## config.mk

```make
export PLATFORM = sky130hd
export DESIGN_NAME = jtd_core
export DESIGN_NICKNAME = d
export VERILOG_FILES = /design/src/jtd_pkg.sv /design/src/jtd_tap_if.sv /design/src/jtd_core.sv /design/src/jtd_tap.sv
export SDC_FILE = /design/constraint.sdc
export NUM_CORES = 1
export LEC_CHECK = 0
export BUFFER_PORTS_ARGS = -buffer_cell sky130_fd_sc_hd__buf_2
export CORE_AREA = 2 2 101 142
export CTS_BUF_LIST = sky130_fd_sc_hd__clkbuf_8
export CTS_CLUSTER_SIZE = 12
export DETAILED_ROUTE_END_ITERATION = 10
export DIE_AREA = 0 0 103 144
export PLACE_DENSITY = 0.76
export SETUP_SLACK_MARGIN = 0.1
export SLEW_MARGIN = 20
export SYNTH_ARGS = -nofsm -noshare
export SYNTH_HDL_FRONTEND = slang
export SYNTH_SLANG_ARGS = --single-unit
```

## constraint.sdc

```tcl
create_clock -name SYS_CLK -period 4.4 [get_ports SYS_CLK]
set_input_delay 0.44 -clock SYS_CLK [delete_from_list [all_inputs] [get_ports SYS_CLK]]
set_output_delay 0.44 -clock SYS_CLK [all_outputs]
set_load 0.005 [all_outputs]
```

## src/jtd_pkg.sv

```systemverilog
// Constants, register layouts and types for the test data register block.
// Assumes a 10 MHz system clock that oversamples the test port pins.
package jtd_pkg;

  // Instruction and data register widths
  localparam int IR_W = 4;
  localparam int DR_W = 32;

  // Instruction codes
  localparam logic [IR_W-1:0] IR_RESET_CTRL = 4'h2;
  localparam logic [IR_W-1:0] IR_SHORTEN = 4'hd;
  localparam logic [IR_W-1:0] IR_IDCODE = 4'hc;
  localparam logic [IR_W-1:0] IR_BYPASS = 4'hf;
  localparam logic [IR_W-1:0] IR_CAPTURE = 4'h1;

  // Identification value, arbitrary: bit 0 set, low 12 bits not 0ff
  localparam logic [DR_W-1:0] IDCODE_VALUE = 32'h0a5a_5001;

  // Reset values and read-only masks of the two test data registers
  localparam logic [DR_W-1:0] RESET_CTRL_RST = 32'h0000_0000;
  localparam logic [DR_W-1:0] SHORTEN_RST = 32'h0000_0000;
  localparam logic [DR_W-1:0] RESET_CTRL_RO = 32'h0000_1c00;
  localparam logic [DR_W-1:0] SHORTEN_RO = 32'hffc0_30e0;

  // Field positions
  localparam int RC_VCC_BIT = 1;
  localparam int RC_VTR_BIT = 2;
  localparam int RC_EN_BIT = 3;
  localparam int SH_FAST_BIT = 0;
  localparam int SH_CHAIN_BIT = 1;

  // Pin-contact chain width
  localparam int CHAIN_W = 8;

  // Processor reset stretch timing
  localparam int CLK_HZ = 10_000_000;
  localparam int STRETCH_TIME_MS = 20;
  localparam int STRETCH_CYCLES = STRETCH_TIME_MS * (CLK_HZ / 1000);
  localparam int SHORT_TIME_US = 100;
  localparam int SHORT_CYCLES = SHORT_TIME_US * (CLK_HZ / 1_000_000);
  localparam int CNT_W = 18;
  typedef logic [CNT_W-1:0] jtd_cnt_t;

  // Test port controller states
  typedef enum logic [15:0] {
    TS_TLR = 16'h0001,
    TS_RTI = 16'h0002,
    TS_SELDR = 16'h0004,
    TS_CAPDR = 16'h0008,
    TS_SHDR = 16'h0010,
    TS_EX1DR = 16'h0020,
    TS_PADR = 16'h0040,
    TS_EX2DR = 16'h0080,
    TS_UPDR = 16'h0100,
    TS_SELIR = 16'h0200,
    TS_CAPIR = 16'h0400,
    TS_SHIR = 16'h0800,
    TS_EX1IR = 16'h1000,
    TS_PAIR = 16'h2000,
    TS_EX2IR = 16'h4000,
    TS_UPIR = 16'h8000
  } jtd_tap_t;

endpackage : jtd_pkg

```

## src/jtd_tap_if.sv

```systemverilog
// Link between the sampling core and the test port controller.
// Assumes both ends run on the same system clock.
`timescale 1ns/1ps
interface jtd_tap_if;
  logic tck_rise;
  logic tms;
  logic trst;
  logic halt;
  jtd_pkg::jtd_tap_t state;

  modport ctl (input tck_rise, input tms, input trst, input halt, output state);
  modport usr (output tck_rise, output tms, output trst, output halt, input state);
endinterface : jtd_tap_if

```

## src/jtd_core.sv

```systemverilog
// Data-register side of a four-bit-instruction test port with reset forcing.
// Assumes test pins are asynchronous and sampled by SYS_CLK at 10 MHz.
`timescale 1ns/1ps
module jtd_core #(
  parameter int STRETCH_CYCLES = jtd_pkg::STRETCH_CYCLES
) (
  input wire logic SYS_CLK,
  input wire logic SYS_RST,
  input wire logic CE,
  input wire logic TCK,
  input wire logic TMS,
  input wire logic TDI,
  input wire logic TRST_N,
  output logic TDO,
  output logic TDO_OE,
  output logic VCC_RESET_FORCE,
  output logic VTR_POR_FORCE,
  input wire logic CPU_RESET_REQ,
  output logic CPU_RESET_OUT,
  output logic CPU_RESET_SHORTEN,
  input wire logic [jtd_pkg::CHAIN_W-1:0] PIN_CHAIN_IN,
  output logic PIN_FUNC_DISCONNECT,
  output logic PIN_CHAIN_RESULT_PIN,
  output logic PIN_CHAIN_RESULT_OE
);

  typedef struct packed {
    logic [2:0] tck_s;
    logic [2:0] tms_s;
    logic [2:0] tdi_s;
    logic [2:0] trst_s;
    logic tck_v;
    logic tms_v;
    logic tdi_v;
    logic trst_v;
    logic [2:0][jtd_pkg::CHAIN_W-1:0] pin_s;
    logic [jtd_pkg::CHAIN_W-1:0] pin_v;
    logic [jtd_pkg::IR_W-1:0] ir;
    logic [jtd_pkg::IR_W-1:0] ir_sr;
    logic [jtd_pkg::DR_W-1:0] dr_sr;
    logic [jtd_pkg::DR_W-1:0] rc;
    logic [jtd_pkg::DR_W-1:0] sh;
    logic tdo;
    logic tdo_oe;
    logic chain_on;
    logic chain_out;
    logic vcc_f;
    logic vtr_f;
    jtd_pkg::jtd_cnt_t cnt;
    logic cpu_rst;
  } jtd_core_reg_t;

  jtd_core_reg_t r_q;
  jtd_core_reg_t r_d;
  logic tck_rise;
  logic tck_fall;

  jtd_tap_if tap ();

  // Stable level: follows once second and third stages agree
  function automatic logic agree(input logic [2:0] s, input logic v);
    agree = (s[1] == s[2]) ? s[2] : v;
  endfunction : agree

  // Update only writable bits
  function automatic logic [jtd_pkg::DR_W-1:0] merge(
    input logic [jtd_pkg::DR_W-1:0] old_v,
    input logic [jtd_pkg::DR_W-1:0] new_v,
    input logic [jtd_pkg::DR_W-1:0] ro
  );
    merge = (old_v & ro) | (new_v & ~ro);
  endfunction : merge

  // Test clock edges seen through the synchroniser
  assign tck_rise = ~r_q.tck_v & r_q.tck_s[1] & r_q.tck_s[2];
  assign tck_fall = r_q.tck_v & ~r_q.tck_s[1] & ~r_q.tck_s[2];

  // Controller link
  assign tap.tck_rise = tck_rise;
  assign tap.tms = r_q.tms_v;
  assign tap.trst = ~r_q.trst_v;
  assign tap.halt = r_q.chain_on;

  jtd_tap jtd_tap_i (
    .clk(SYS_CLK),
    .rst(SYS_RST),
    .ce(CE),
    .tap(tap.ctl)
  );

  // Next-state logic
  always_comb
  begin
    r_d = r_q;
    // Pin synchronisers
    r_d.tck_s = {r_q.tck_s[1:0], TCK};
    r_d.tms_s = {r_q.tms_s[1:0], TMS};
    r_d.tdi_s = {r_q.tdi_s[1:0], TDI};
    r_d.trst_s = {r_q.trst_s[1:0], TRST_N};
    r_d.tck_v = agree(r_q.tck_s, r_q.tck_v);
    r_d.tms_v = agree(r_q.tms_s, r_q.tms_v);
    r_d.tdi_v = agree(r_q.tdi_s, r_q.tdi_v);
    r_d.trst_v = agree(r_q.trst_s, r_q.trst_v);
    r_d.pin_s = {r_q.pin_s[1:0], PIN_CHAIN_IN};
    for (int i = 0; i < jtd_pkg::CHAIN_W; i++)
    begin
      if (r_q.pin_s[1][i] == r_q.pin_s[2][i])
        r_d.pin_v[i] = r_q.pin_s[2][i];
    end
    // Chain result: all low reads high, any single toggle inverts
    r_d.chain_out = ~^r_q.pin_v;
    // Forced resets, gated by the enable bit
    r_d.vcc_f = r_q.rc[jtd_pkg::RC_EN_BIT] & ~r_q.rc[jtd_pkg::RC_VCC_BIT];
    r_d.vtr_f = r_q.rc[jtd_pkg::RC_EN_BIT] & ~r_q.rc[jtd_pkg::RC_VTR_BIT];
    // Processor reset stretcher, nominal or shortened length
    if (CPU_RESET_REQ)
      r_d.cnt = r_q.sh[jtd_pkg::SH_FAST_BIT] ? jtd_pkg::jtd_cnt_t'(jtd_pkg::SHORT_CYCLES)
                                            : jtd_pkg::jtd_cnt_t'(STRETCH_CYCLES);
    else if (r_q.cnt != '0)
      r_d.cnt = r_q.cnt - jtd_pkg::jtd_cnt_t'(1);
    r_d.cpu_rst = CPU_RESET_REQ | (r_q.cnt != '0);
    // Reset state selects identification
    if (tap.state == jtd_pkg::TS_TLR)
      r_d.ir = jtd_pkg::IR_IDCODE;
    // Rising test clock: capture, shift, update
    if (tck_rise && !r_q.chain_on)
    begin
      case (tap.state)
        jtd_pkg::TS_CAPIR: r_d.ir_sr = jtd_pkg::IR_CAPTURE;
        jtd_pkg::TS_SHIR: r_d.ir_sr = {r_q.tdi_v, r_q.ir_sr[jtd_pkg::IR_W-1:1]};
        jtd_pkg::TS_UPIR: r_d.ir = r_q.ir_sr;
        jtd_pkg::TS_CAPDR:
        begin
          case (r_q.ir)
            jtd_pkg::IR_RESET_CTRL: r_d.dr_sr = r_q.rc;
            jtd_pkg::IR_SHORTEN: r_d.dr_sr = r_q.sh;
            jtd_pkg::IR_IDCODE: r_d.dr_sr = jtd_pkg::IDCODE_VALUE;
            default: r_d.dr_sr = '0;
          endcase
        end
        jtd_pkg::TS_SHDR:
        begin
          case (r_q.ir)
            jtd_pkg::IR_RESET_CTRL, jtd_pkg::IR_SHORTEN, jtd_pkg::IR_IDCODE:
              r_d.dr_sr = {r_q.tdi_v, r_q.dr_sr[jtd_pkg::DR_W-1:1]};
            default: r_d.dr_sr[0] = r_q.tdi_v;
          endcase
        end
        jtd_pkg::TS_UPDR:
        begin
          case (r_q.ir)
            jtd_pkg::IR_RESET_CTRL:
              r_d.rc = merge(r_q.rc, r_q.dr_sr, jtd_pkg::RESET_CTRL_RO);
            jtd_pkg::IR_SHORTEN:
            begin
              r_d.sh = merge(r_q.sh, r_q.dr_sr, jtd_pkg::SHORTEN_RO);
              if (r_q.dr_sr[jtd_pkg::SH_CHAIN_BIT])
                r_d.chain_on = 1'b1;
            end
            default: r_d.dr_sr = r_q.dr_sr;
          endcase
        end
        default: r_d.ir_sr = r_q.ir_sr;
      endcase
    end
    // Falling test clock: present LSB while shifting, float otherwise
    if (tck_fall)
    begin
      r_d.tdo_oe = (tap.state == jtd_pkg::TS_SHDR) || (tap.state == jtd_pkg::TS_SHIR);
      r_d.tdo = (tap.state == jtd_pkg::TS_SHIR) ? r_q.ir_sr[0] : r_q.dr_sr[0];
    end
    // Test reset clears registers but not chain mode
    if (!r_q.trst_v)
    begin
      r_d.rc = jtd_pkg::RESET_CTRL_RST;
      r_d.sh = jtd_pkg::SHORTEN_RST;
    end
    // Chain mode: test port silenced until power cycle
    if (r_q.chain_on)
      r_d.tdo_oe = 1'b0;
  end

  // State register; SYS_RST stands for power cycle
  always_ff @(posedge SYS_CLK)
  begin
    if (SYS_RST)
      r_q <= '0;
    else if (CE)
      r_q <= r_d;
  end

  // Outputs
  assign TDO = r_q.tdo;
  assign TDO_OE = r_q.tdo_oe;
  assign VCC_RESET_FORCE = r_q.vcc_f;
  assign VTR_POR_FORCE = r_q.vtr_f;
  assign CPU_RESET_OUT = r_q.cpu_rst;
  assign CPU_RESET_SHORTEN = r_q.sh[jtd_pkg::SH_FAST_BIT];
  assign PIN_FUNC_DISCONNECT = r_q.chain_on;
  assign PIN_CHAIN_RESULT_PIN = r_q.chain_out;
  assign PIN_CHAIN_RESULT_OE = r_q.chain_on;
endmodule : jtd_core

```

## src/jtd_tap.sv

```systemverilog
// Test port controller state machine, stepped on sampled test clock rises.
// Assumes the core supplies stable TMS and a rise strobe of one cycle.
`timescale 1ns/1ps
module jtd_tap (
  input wire logic clk,
  input wire logic rst,
  input wire logic ce,
  jtd_tap_if.ctl tap
);

  typedef struct packed {
    jtd_pkg::jtd_tap_t st;
  } jtd_tap_reg_t;

  jtd_tap_reg_t r_q;
  jtd_tap_reg_t r_d;

  // Next state from current state and TMS
  function automatic jtd_pkg::jtd_tap_t tap_next(input jtd_pkg::jtd_tap_t s, input logic m);
    case (s)
      jtd_pkg::TS_TLR: tap_next = m ? jtd_pkg::TS_TLR : jtd_pkg::TS_RTI;
      jtd_pkg::TS_RTI: tap_next = m ? jtd_pkg::TS_SELDR : jtd_pkg::TS_RTI;
      jtd_pkg::TS_SELDR: tap_next = m ? jtd_pkg::TS_SELIR : jtd_pkg::TS_CAPDR;
      jtd_pkg::TS_CAPDR: tap_next = m ? jtd_pkg::TS_EX1DR : jtd_pkg::TS_SHDR;
      jtd_pkg::TS_SHDR: tap_next = m ? jtd_pkg::TS_EX1DR : jtd_pkg::TS_SHDR;
      jtd_pkg::TS_EX1DR: tap_next = m ? jtd_pkg::TS_UPDR : jtd_pkg::TS_PADR;
      jtd_pkg::TS_PADR: tap_next = m ? jtd_pkg::TS_EX2DR : jtd_pkg::TS_PADR;
      jtd_pkg::TS_EX2DR: tap_next = m ? jtd_pkg::TS_UPDR : jtd_pkg::TS_SHDR;
      jtd_pkg::TS_UPDR: tap_next = m ? jtd_pkg::TS_SELDR : jtd_pkg::TS_RTI;
      jtd_pkg::TS_SELIR: tap_next = m ? jtd_pkg::TS_TLR : jtd_pkg::TS_CAPIR;
      jtd_pkg::TS_CAPIR: tap_next = m ? jtd_pkg::TS_EX1IR : jtd_pkg::TS_SHIR;
      jtd_pkg::TS_SHIR: tap_next = m ? jtd_pkg::TS_EX1IR : jtd_pkg::TS_SHIR;
      jtd_pkg::TS_EX1IR: tap_next = m ? jtd_pkg::TS_UPIR : jtd_pkg::TS_PAIR;
      jtd_pkg::TS_PAIR: tap_next = m ? jtd_pkg::TS_EX2IR : jtd_pkg::TS_PAIR;
      jtd_pkg::TS_EX2IR: tap_next = m ? jtd_pkg::TS_UPIR : jtd_pkg::TS_SHIR;
      jtd_pkg::TS_UPIR: tap_next = m ? jtd_pkg::TS_SELDR : jtd_pkg::TS_RTI;
      default: tap_next = jtd_pkg::TS_TLR;
    endcase
  endfunction : tap_next

  // Test reset forces reset state; chain mode freezes the controller
  always_comb
  begin
    r_d = r_q;
    if (tap.trst)
      r_d.st = jtd_pkg::TS_TLR;
    else if (tap.tck_rise && !tap.halt)
      r_d.st = tap_next(r_q.st, tap.tms);
  end

  // State register
  always_ff @(posedge clk)
  begin
    if (rst)
      r_q <= '{st: jtd_pkg::TS_TLR};
    else if (ce)
      r_q <= r_d;
  end

  assign tap.state = r_q.st;
endmodule : jtd_tap

```

==> results of run 1 <==
-- cell families (layout without fill, tap and decap cells) --
group           Yosys count  in the layout
compound gates          244            244
xor+xnor                 16             16
simple gates            377            377
flops                   175            175
fa+ha+maj                 2              2
buf+inv                  90             85
mux                      48             48
-- power by group through the flow --
stage,sequential [mW],combinational (mW),clock [mW]
after floorplan,1.67,0.200,0
final,1.64,0.245,1.04
after detailed placement,1.68,0.244,0
after global placement,1.68,0.242,0
after CTS,1.64,0.245,1.06
after global routing,1.65,0.274,1.13
-- tightest hold or removal path: stages --
cell,delay (ps)
buf_2,70
mux2i_1,50
nor2_1,70
-- flip-flops by register name, summed over array words and instances, names as in the netlist --
register and cells:
CPU_RESET_OUT 1, CPU_RESET_SHORTEN 1, PIN_CHAIN_RESULT_OE 1, PIN_CHAIN_RESULT_PIN 1, TDO 1, TDO_OE 1, VCC_RESET_FORCE 1, VTR_POR_FORCE 1
jtd_tap_i.tap.state 16, r_d 24, r_q 126, tap.tms 1
-- layer usage --
layer | track usage | vias to the layer above | part of all wire
met2 | 0.3961 | 131 | 0.49
met3 | 0.05123 | 25 | 0.037
met1 | 0.3135 | 3168 | 0.45
met5 | 0 | - | 0
li1 | - | 3358 | -
met4 | 0.09141 | 0 | 0.019
-- cell type report --
type | instances | area [um^2]
clock inverter | 15 | 132.6
sequential | 175 | 3503
multi-input combinational | 687 | 4189
timing repair buffer | 38 | 227.7
tap | 185 | 231.5
fill | 1267 | 5081
inverter | 15 | 56.30
clock buffer | 17 | 234.0
-- path summary, 6_finish.rpt --
check / start / cells after the start / end / slack, ps
worst min-delay path: TRST_N / 3 / r_d[166]$_SDFFE_PP0P_ / 200
worst min register to register: r_q[160]$_SDFFE_PP0P_ / 2 / r_q[136]$_SDFFE_PP0P_ / 460
worst max-delay path: jtd_tap_i.tap.state[5]$_SDFFE_PP0P_ / 7 / r_q[115]$_SDFFE_PP0P_ / 1550
worst max register to register: jtd_tap_i.tap.state[5]$_SDFFE_PP0P_ / 7 / r_q[115]$_SDFFE_PP0P_ / 1550
-- through the flow --
| stage | area, um^2 | hold slack (ps) |
|---|---|---|
| final | 8574 | 203.5 |
| after global routing | 8574 | 186.4 |
| after CTS | 8569 | 180.2 |
| after detailed placement | 8203 | 451.4 |
| after global placement | 8203 | 445.5 |
| after floorplan | 8036 | 435.7 |
-- layout by cell type, fill, tap and decap left out, types with 6 or more instances in the layout --
cell	Yosys	final
a211oi_1	23	23
mux2i_1	48	48
or3_1	6	6
nand2_1	70	70
o31ai_1	25	24
and2_1	12	12
nand3b_1	21	21
o21ai_0	63	63
dfxtp_1	175	175
nor2_1	108	108
xnor2_1	14	14
nand4_1	8	8
a21oi_1	86	86
buf_2	11	23
or4_1	9	9
a21o_1	6	6
a221oi_1	11	11
nor3_1	11	11
a22oi_1	7	7
inv_1	15	16
nand2b_1	52	52
clkbuf_8	0	17
nand3_1	41	41
buf_4	3	15
==> metrics.md, run 1 <==
| Metric | Value |
|---|---|
| Vias in the first global route | `between 6000 and 7000` |
| Final setup fails | `0` |
| Port bufs | `24` |
| Maximum Capacitance Violations | `0` |
| # diodes | `0` |
| Largest cells by area after synthesis | `dfxtp_1, mux2i_1, a21oi_1` |
| Xor/xnor share of the synthesized area | `0.01744` |
| Die H | `roughly 140 um` |
| H-tree depth | `4` |
| CP Launch Type | `flip-flop` |
| CTS Sinks | `around 180` |
| Post-CTS Resized | `0` |
| Via count | `6682` |
| Top cell type's share of synthesized area | `0.4359` |
| Final cell count without fillers | `around 1100` |
| Layout cells sized above 1 | `0.09926` |
| Crit path DAT | `between 3000 and 4000 ps` |
| VDD IR max | `0.0003126 V` |
| ANT nets after route | `0` |
| Critical Path End Type | `flip-flop` |
| RSZ-0062 raised after global routing | `false` |
| Avg Vias per Cell | `5.903` |
| Detail Placement HPWL | `10.98 mm` |
| Core Util, Final | `0.6279` |
| Worst slew pin tran | `1059 ps` |
| Clk root buf | `clkbuf_8` |
| Net switching power | `0.8057 mW` |
| WS Path Type | `reg2reg` |
| Slowest-stage cell, CP | `and2_1` |
| Die X | `103 um` |
| Synth area leader | `dfxtp_1` |
| Post-synthesis simple-gate area fraction | `0.2491` |
| Global Route Usage Sum | `0.2426` |
| Fin nets | `952` |
| Most used cell, CP | `buf_4` |
| Number of enable flip-flop cells after synthesis | `0` |
| Core area | `around 14000 um^2` |
| Sw Ratio | `0.2748` |
| Total global routing overflow | `0` |
| Setup ws final | `around 1500 ps` |
| Combinational Power Share | `0.083` |
| Worst-skew pair later-pin latency | `470 ps` |
| Effective utilization at floorplan | `0.5885` |
| Class of the worst hold path | `in2reg` |
| Pint | `about 2.1 mW` |
| Largest family of logic cells by synthesized area | `simple AND/OR/NAND/NOR gates` |
| Num CTS Buffers | `17` |
| Die area | `14830 um^2` |
| Drt wl/cell | `15.29 um` |
| CTS clk-pin slew, worst paths | `approximately 100 ps` |
| Final Hold Viols | `0` |
| Ys flop type | `dfxtp_1` |
| Synth Area in Adders | `0.003114` |
| Post-synthesis sequential area ratio | `0.4359` |
| Pwr/cell area | `around 340 nW/um^2` |
| Max Fclk | `0.3506 GHz` |
| Crit path buf inv count | `2` |
| Inst Count DP | `1100` |
| FP Rows | `around 50` |
| CTS Hold Bufs | `0` |
| Total power | `2.932 mW` |
| CTS tree | `done` |
| Layout area overhead | `6.695%` |
| Library cells used by synthesis | `61` |
| Crit Path Max Fanout | `19` |
| Final WL | `approximately 17 mm` |
| Cells after synthesis | `952` |
| Required @ worst endpoint | `approximately 4800 ps` |
| Setup Skew | `13.30 ps` |
| Post-synthesis compound-gate area fraction | `0.1875` |
| Post-Place Setup Slack | `1577 ps` |
| CP delay by family, top | `simple AND/OR/NAND/NOR gates` |
| Max-slew headroom | `0.2912` |
| Yosys reg bits | `175` |
| Initial antenna violation count | `0` |
| Clk network pwr share | `0.356` |
| Most common cell in the synthesized netlist | `dfxtp_1` |
| Synth Area per Inst | `8.442 um^2` |
| CP cell instances | `nor3_1 -> and4_1 -> buf_4 -> and2_1 -> buf_4 -> a21oi_1 -> a211oi_1` |
| Max-slew violation count | `0` |
| Detailed Routing Iterations Pass 1 | `5` |
| LEAKAGE | `3.032 nW` |
| CTS Buffer Depth | `2` |
| DRC violations left | `0` |
| Syn nets | `970` |
| Ports | `25` |
| Yosys warning total | `0` |
| GPL Wtd Cong | `approximately 0.83` |
| Max incr delay on CP | `690 ps` |
| Post-CTS Setup Bufs | `0` |
| Setup TNS | `0 ps` |
| Drt initial violations | `between 400 and 500` |
| Part of the power in registers | `0.560` |
| Largest net degree at the start of global routing | `102` |
| Final period util | `0.6483` |
| Synth cell count leaders | `dfxtp_1, nor2_1, a21oi_1` |
| Final worst path period need | `2853 ps` |
| Status | `finished clean` |
| Post-Syn Area | `8036 um^2` |
| Proportion of synthesized area in mux cells | `0.05979` |
| First-pass GRT wire length | `29.05 mm` |
| Fraction of synthesis flops using an asynchronous set or reset pin | `0` |
(Power assumes the default switching activity.)
==> inputs of run 2 (changes only) <==
--- a/config.mk
+++ b/config.mk
@@ -6,12 +6,12 @@
 export NUM_CORES = 1
 export LEC_CHECK = 0
 export BUFFER_PORTS_ARGS = -buffer_cell sky130_fd_sc_hd__buf_2
-export CORE_AREA = 2 2 101 142
+export CORE_AREA = 2 2 103 145
 export CTS_BUF_LIST = sky130_fd_sc_hd__clkbuf_8
 export CTS_CLUSTER_SIZE = 12
 export DETAILED_ROUTE_END_ITERATION = 10
-export DIE_AREA = 0 0 103 144
-export PLACE_DENSITY = 0.76
+export DIE_AREA = 0 0 105 147
+export PLACE_DENSITY = 0.77
 export SETUP_SLACK_MARGIN = 0.1
 export SLEW_MARGIN = 20
 export SYNTH_ARGS = -nofsm -noshare
==> constraint.sdc (replaced) <==
create_clock -name SYS_CLK -period 2.45 [get_ports SYS_CLK]
set_input_delay 0.245 -clock SYS_CLK [delete_from_list [all_inputs] [get_ports SYS_CLK]]
set_output_delay 0.245 -clock SYS_CLK [all_outputs]
set_load 0.005 [all_outputs]
==> metrics.md, run 2 (synthesized netlist as in run 1, its figures left out) <==
| Metric | Value |
|---|---|
| Initial antenna violation count | `0 (unchanged)` |
| Hold path depth | `3 (unchanged)` |
| Reg area | `3506 um^2 (was 3503 um^2)` |
| Max Fclk | `0.4357 GHz (was 0.3506 GHz)` |
| Maximum Capacitance Violations | `0 (unchanged)` |
| CTS Buffer Depth | `2 (unchanged)` |
| RSZ-0062 raised after global routing | `true (was false)` |
| Path depth of the worst reg2reg path | `7 (unchanged)` |
| Max reg flops | `126 (unchanged)` |
| WHS Endpoint | `r_d[175]$_SDFFE_PP0P_ (was r_d[166]$_SDFFE_PP0P_)` |
| Crit Path Max Fanout | `2 (was 19)` |
| First-pass GRT wire length | `30.84 mm (was 29.05 mm)` |
| H-tree depth | `4 (unchanged)` |
| Detailed Routing Iterations Pass 1 | `5 (unchanged)` |
| CTS Sinks | `175 (unchanged)` |
| Layout area overhead | `12.07% (was 6.695%)` |
| Detail Placement HPWL | `11.55 mm (was 10.98 mm)` |
| Post-Place Setup Slack | `-11.55 ps (was 1577 ps)` |
| Crit path buf inv count | `1 (was 2)` |
| Die H | `147 um (was 144 um)` |
| Max incr delay on CP | `420 ps (was 690 ps)` |
| Fin nets | `989 (was 952)` |
| Status | `finished clean (unchanged)` |
| Num CTS Buffers | `17 (unchanged)` |
| Port bufs | `24 (unchanged)` |
| CTS clk-pin slew, worst paths | `110 ps (was 100 ps)` |
| Required @ worst endpoint | `2840 ps (was 4770 ps)` |
| Max-slew headroom | `0.5314 (was 0.2912)` |
| FP Rows | `52 (was 51)` |
| CP cell instances | `inv_1 -> ha_2 -> or3b_4 -> or3_4 -> or4_4 -> or3_1 -> a21oi_1 (was nor3_1 -> and4_1 -> buf_4 -> and2_1 -> buf_4 -> a21oi_1 -> a211oi_1)` |
| DRC violations left | `0 (unchanged)` |
| RR Startpoint | `r_q[1]$_SDFFE_PP0P_ (was jtd_tap_i.tap.state[5]$_SDFFE_PP0P_)` |
| Pint | `3.920 mW (was 2.126 mW)` |
| Most common cell after layout, fill and taps aside | `dfxtp_1 (unchanged)` |
| Hold_sp | `TCK (was TRST_N)` |
| Worst reg-to-reg setup slack | `150 ps (was 1550 ps)` |
| GPL Wtd Cong | `0.8622 (was 0.8286)` |
| Setup Skew | `19.74 ps (was 13.30 ps)` |
| CP Launch Type | `flip-flop (unchanged)` |
| Part of the power in registers | `0.539 (was 0.560)` |
| CP delay by family, top | `simple AND/OR/NAND/NOR gates (unchanged)` |
| Setup ws final | `154.7 ps (was 1547 ps)` |
| Setup TNS | `0 ps (unchanged)` |
| # diodes | `0 (unchanged)` |
| Crit path DAT | `2690 ps (was 3230 ps)` |
| WS Path Type | `reg2reg (unchanged)` |
| Fillcell total | `1256 (was 1267)` |
| ANT nets after route | `0 (unchanged)` |
| Largest net degree at the start of global routing | `76 (was 102)` |
| Reg with most FFs | `r_q (unchanged)` |
| Final Hold Viols | `0 (unchanged)` |
| Critical Path End Type | `flip-flop (unchanged)` |
| Pwr/cell area | `608.4 nW/um^2 (was 341.9 nW/um^2)` |
| Max-slew violation count | `0 (unchanged)` |
| Final setup fails | `0 (unchanged)` |
| Final worst path period need | `2295 ps (was 2853 ps)` |
| Avg Vias per Cell | `5.909 (was 5.903)` |
| Reg-to-reg endpoint | `r_q[15]$_SDFFE_PP0P_ (was r_q[115]$_SDFFE_PP0P_)` |
| Drt initial violations | `303 (was 405)` |
| CTS tree | `done (unchanged)` |
| Final cell count without fillers | `1173 (was 1132)` |
| Core area | `14180 um^2 (was 13660 um^2)` |
| Total global routing overflow | `0 (unchanged)` |
| LEAKAGE | `3.243 nW (was 3.032 nW)` |
| Clk root buf | `clkbuf_8 (unchanged)` |
| Effective utilization at floorplan | `0.5666 (was 0.5885)` |
| Inst Count DP | `1129 (was 1100)` |
| Clk network pwr share | `0.362 (was 0.356)` |
| Class of the worst hold path | `in2reg (unchanged)` |
| Final WL | `18.37 mm (was 17.31 mm)` |
| Via count | `6931 (was 6682)` |
| VDD IR max | `0.0004772 V (was 0.0003126 V)` |
| Worst slew pin tran | `701.2 ps (was 1059 ps)` |
| Multi-input gate area | `4244 um^2 (was 4189 um^2)` |
| Final period util | `0.9369 (was 0.6483)` |
| Most frequent cells in the layout | `dfxtp_1, nor2_1, a21oi_1 (unchanged)` |
| Die area | `15440 um^2 (was 14830 um^2)` |
| Slowest-stage cell, CP | `or4_4 (was and2_1)` |
| Combinational Power Share | `0.099 (was 0.083)` |
| Ports | `25 (unchanged)` |
| Worst-skew pair later-pin latency | `460 ps (was 470 ps)` |
| Layout cells sized above 1 | `0.1413 (was 0.09926)` |
| Net switching power | `1.559 mW (was 0.8057 mW)` |
| Vias in the first global route | `6491 (was 6123)` |
| Drt wl/cell | `15.66 um (was 15.29 um)` |
| Die X | `105 um (was 103 um)` |
| Sw Ratio | `0.2846 (was 0.2748)` |
| Global Route Usage Sum | `0.2398 (was 0.2426)` |
[run 2: changes by cell type in the layout (fill, tap and decap cells not counted), sizes merged]
cell and delta:
buf +33, dlygate4sd3 +3, o21a +1
[run 2: layer usage]
metal,track usage,part of all wire,vias to the layer above
met1,0.2984,0.43,3301
met3,0.04215,0.044,27
met4,0.08333,0.018,0
li1,-,-,3441
met5,0,0,-
met2,0.4172,0.51,162
[run 2: power groups by stage]
stage | registers [mW] | logic, mW | clock network (mW)
3_5_place_dp | 3.02 | 0.478 | 0
4_1_cts | 2.95 | 0.519 | 2.04
6_report | 2.95 | 0.541 | 1.98
5_1_grt | 2.96 | 0.593 | 2.15
2_1_floorplan | 3.00 | 0.360 | 0
3_3_place_gp | 3.01 | 0.467 | 0
[run 2: worst reg2reg max path, delay by kind of cell, from the launching register on]
kind	cells	cell delay [ps]
AND/OR/NAND/NOR	4	1500
flip-flops	1	330
AO/OA/AOI/OAI	1	140
adder cells (fa/ha/maj)	1	180
buffers and inverters	1	70
[run 2: timing repair]
item | in CTS | in global routing
hold buffers | 1 | 2
endpoints found under the setup margin | 12 | 60
hold endpoints to repair | 1 | 2
resized for setup | 8 | 10
cloned | 2 | 0
pin swaps | 4 | 3
buffers inserted | 5 | 2
[run 2: cell type report]
type / instances / area share
Inverter: 15 / 0.006252
Clock buffer: 17 / 0.02598
Multi-Input combinational cell: 688 / 0.4712
Clock inverter: 15 / 0.01848
Sequential cell: 175 / 0.3893
Tap cell: 189 / 0.02626
Timing Repair Buffer: 74 / 0.06252
[run 2: metrics by stage]
| stage | util | hold slack (ps) | total power [mW] | cell area, um^2 |
|---|---|---|---|---|
| after floorplan | - | 392.2 | 3.362 | 8036 |
| after global placement | 0.5954 | 445.5 | 3.482 | 8446 |
| after detailed placement | 0.5958 | 446.4 | 3.494 | 8451 |
| after CTS | 0.6297 | 0.1132 | 5.510 | 8931 |
| after global routing | 0.6350 | 8.311 | 5.709 | 9006 |
| final | 0.6350 | 26.13 | 5.479 | 9006 |
[run 2: worst max-delay path by stage]
stage / start / end / slack (ps) / cells past startpoint
3_5_place_dp: r_q[1]$_SDFFE_PP0P_ / r_q[9]$_SDFFE_PP0P_ / -10 / 7
6_report: r_q[1]$_SDFFE_PP0P_ / r_q[15]$_SDFFE_PP0P_ / 150 / 7
5_1_grt: r_q[1]$_SDFFE_PP0P_ / r_q[11]$_SDFFE_PP0P_ / 80 / 8
4_1_cts: r_q[2]$_SDFFE_PP0P_ / r_q[9]$_SDFFE_PP0P_ / 140 / 7
2_1_floorplan: r_q[1]$_SDFFE_PP0P_ / r_q[15]$_SDFFE_PP0P_ / 150 / 7
3_3_place_gp: r_q[1]$_SDFFE_PP0P_ / r_q[18]$_SDFFE_PP0P_ / 90 / 8
==> inputs of run 3 (changes only) <==
--- a/config.mk
+++ b/config.mk
@@ -6,12 +6,12 @@
 export NUM_CORES = 1
 export LEC_CHECK = 0
 export BUFFER_PORTS_ARGS = -buffer_cell sky130_fd_sc_hd__buf_2
-export CORE_AREA = 2 2 103 145
+export CORE_AREA = 2 2 101 142
 export CTS_BUF_LIST = sky130_fd_sc_hd__clkbuf_8
 export CTS_CLUSTER_SIZE = 12
 export DETAILED_ROUTE_END_ITERATION = 10
-export DIE_AREA = 0 0 105 147
-export PLACE_DENSITY = 0.77
+export DIE_AREA = 0 0 103 144
+export PLACE_DENSITY = 0.76
 export SETUP_SLACK_MARGIN = 0.1
 export SLEW_MARGIN = 20
 export SYNTH_ARGS = -nofsm -noshare
==> constraint.sdc (replaced) <==
create_clock -name SYS_CLK -period 2.29 [get_ports SYS_CLK]
set_input_delay 0.229 -clock SYS_CLK [delete_from_list [all_inputs] [get_ports SYS_CLK]]
set_output_delay 0.229 -clock SYS_CLK [all_outputs]
set_load 0.005 [all_outputs]
==> metrics.md, run 3 (synthesized netlist as in run 1, its figures left out) <==
| Metric | Value |
|---|---|
| Initial antenna violation count | `0 (unchanged)` |
| Layout area overhead | `16.08% (was 12.07%)` |
| LEAKAGE | `3.408 nW (was 3.243 nW)` |
| ANT nets after route | `0 (unchanged)` |
| Clk root buf | `clkbuf_8 (unchanged)` |
| RSZ-0062 raised after global routing | `true (unchanged)` |
| Detail Placement HPWL | `11.79 mm (was 11.55 mm)` |
| Ports | `25 (unchanged)` |
| Required @ worst endpoint | `2690 ps (was 2840 ps)` |
| Core Util, Final | `0.6832 (was 0.6350)` |
| First-pass GRT wire length | `31.19 mm (was 30.84 mm)` |
| Reg-to-reg endpoint | `r_q[15]$_SDFFE_PP0P_ (unchanged)` |
| Max Fclk | `0.4518 GHz (was 0.4357 GHz)` |
| Critical Path End Type | `flip-flop (unchanged)` |
| Max-slew violation count | `0 (unchanged)` |
| CTS Sinks | `175 (unchanged)` |
| Drt wl/cell | `15.75 um (was 15.66 um)` |
| Num CTS Buffers | `17 (unchanged)` |
| Status | `finished clean (unchanged)` |
| Setup Skew | `12.69 ps (was 19.74 ps)` |
| DRC violations left | `0 (unchanged)` |
| GPL Wtd Cong | `0.8670 (was 0.8622)` |
| Layout cells sized above 1 | `0.1700 (was 0.1413)` |
| Die area | `14830 um^2 (was 15440 um^2)` |
| Largest net degree at the start of global routing | `53 (was 76)` |
| Final period util | `0.9666 (was 0.9369)` |
| Vias in the first global route | `6654 (was 6491)` |
| Crit path capture | `r_q[15]$_SDFFE_PP0P_ (unchanged)` |
| Drt initial violations | `448 (was 303)` |
| Total power | `5.990 mW (was 5.479 mW)` |
| Detailed Routing Iterations Pass 1 | `5 (unchanged)` |
| Pwr/cell area | `642.1 nW/um^2 (was 608.4 nW/um^2)` |
| Class of the worst hold path | `in2reg (unchanged)` |
| Effective utilization at floorplan | `0.5885 (was 0.5666)` |
| Final WL | `18.85 mm (was 18.37 mm)` |
| VDD IR max | `0.0006527 V (was 0.0004772 V)` |
| Core area | `13660 um^2 (was 14180 um^2)` |
| Most common cell after layout, fill and taps aside | `dfxtp_1 (unchanged)` |
| CTS tree | `done (unchanged)` |
| # diodes | `0 (unchanged)` |
| RR Startpoint | `r_q[7]$_SDFFE_PP0P_ (was r_q[1]$_SDFFE_PP0P_)` |
| Final Hold Viols | `0 (unchanged)` |
| WS Path Type | `reg2reg (unchanged)` |
| Fillcell total | `1096 (was 1256)` |
| Final worst path period need | `2214 ps (was 2295 ps)` |
| Crit Path Max Fanout | `5 (was 2)` |
| Crit path launch | `r_q[7]$_SDFFE_PP0P_ (was r_q[1]$_SDFFE_PP0P_)` |
| Setup TNS | `0 ps (unchanged)` |
| CP Launch Type | `flip-flop (unchanged)` |
| Max reg flops | `126 (unchanged)` |
| Die H | `144 um (was 147 um)` |
| Reg with most FFs | `r_q (unchanged)` |
| Worst slew pin tran | `660.9 ps (was 701.2 ps)` |
| Via count | `7093 (was 6931)` |
| Most frequent cells in the layout | `dfxtp_1, nor2_1, a21oi_1 (unchanged)` |
| H-tree depth | `4 (unchanged)` |
| Max-slew headroom | `0.5584 (was 0.5314)` |
| Worst-skew pair later-pin latency | `460 ps (about the same)` |
| Crit path DAT | `2610 ps (was 2690 ps)` |
| Maximum Capacitance Violations | `0 (unchanged)` |
| Total global routing overflow | `0 (unchanged)` |
| Avg Vias per Cell | `5.926 (was 5.909)` |
| CTS clk-pin slew, worst paths | `100 ps (was 110 ps)` |
| Port bufs | `24 (unchanged)` |
| Worst reg-to-reg setup slack | `80 ps (was 150 ps)` |
| Final setup fails | `0 (unchanged)` |
| Global Route Usage Sum | `0.2602 (was 0.2398)` |
| Fin nets | `1017 (was 989)` |
| CTS Buffer Depth | `2 (unchanged)` |
| Path depth of the worst reg2reg path | `5 (was 7)` |
| Die X | `103 um (was 105 um)` |
| FP Rows | `51 (was 52)` |
run 3: worst max-delay path, stage by stage (launching register included):
cell and delay (ps):
dfxtp_1 320, or4_4 560, or3_4 410, or4_4 420
or3_1 330, a21oi_2 110
run 3: worst min-delay path by stage:
stage                          startpoint                             endpoint  slack [ps]  cells after the start
CTS                               SYS_RST  jtd_tap_i.tap.state[1]$_SDFFE_PP0P_         180                      2
detailed placement  r_q[160]$_SDFFE_PP0P_                r_q[136]$_SDFFE_PP0P_         450                      2
finish                            SYS_RST  jtd_tap_i.tap.state[5]$_SDFFE_PP0P_         200                      2
floorplan                 PIN_CHAIN_IN[0]                r_d[145]$_SDFFE_PP0P_         380                      2
global placement    r_q[160]$_SDFFE_PP0P_                r_q[136]$_SDFFE_PP0P_         450                      2
global route                      SYS_RST                r_d[173]$_SDFFE_PP0P_         190                      2
run 3: power breakdown:
group          internal, mW  total (mW)  switching [mW]
clock network          1.00        2.22            1.21
logic                 0.293       0.622           0.329
registers              3.10        3.15          0.0492
run 3: routing by layer:
layer | vias up | GRT usage | share of wire
li1 | 3486 | - | -
met1 | 3407 | 0.3325 | 0.44
met2 | 161 | 0.4282 | 0.50
met3 | 39 | 0.05462 | 0.041
met4 | 0 | 0.1004 | 0.022
met5 | - | 0 | 0
run 3: cell type report:
type	count	area, um^2	share of cell area
inverters	15	56.30	0.006035
clock buffers	17	234.0	0.02508
multi-input cells	688	4304	0.4614
clock inverters	15	177.7	0.01905
repair buffers	102	817.0	0.08758
flip-flops and latches	175	3508	0.3761
well taps	185	231.5	0.02481
run 3: timing repair:
item                                    CTS  global route
endpoints found under the setup margin   11            56
endpoints found under the hold margin    12             0
gates resized for setup                   3            26
buffers inserted                          3             4
pin swaps                                 0             9
hold buffers                             12             0
cloned                                    0             3
run 3: stage by stage:
stage	hold slack [ps]	std cells	instance area, um^2	worst slack (ps)
after floorplan	376.2	952	8053	105.6
after CTS	176.6	1190	9158	61.72
after global routing	189.4	1197	9329	7.876
after global placement	446.1	1143	8592	90.73
after detailed placement	453.4	1143	8592	49.92
final	198.9	1197	9329	76.41
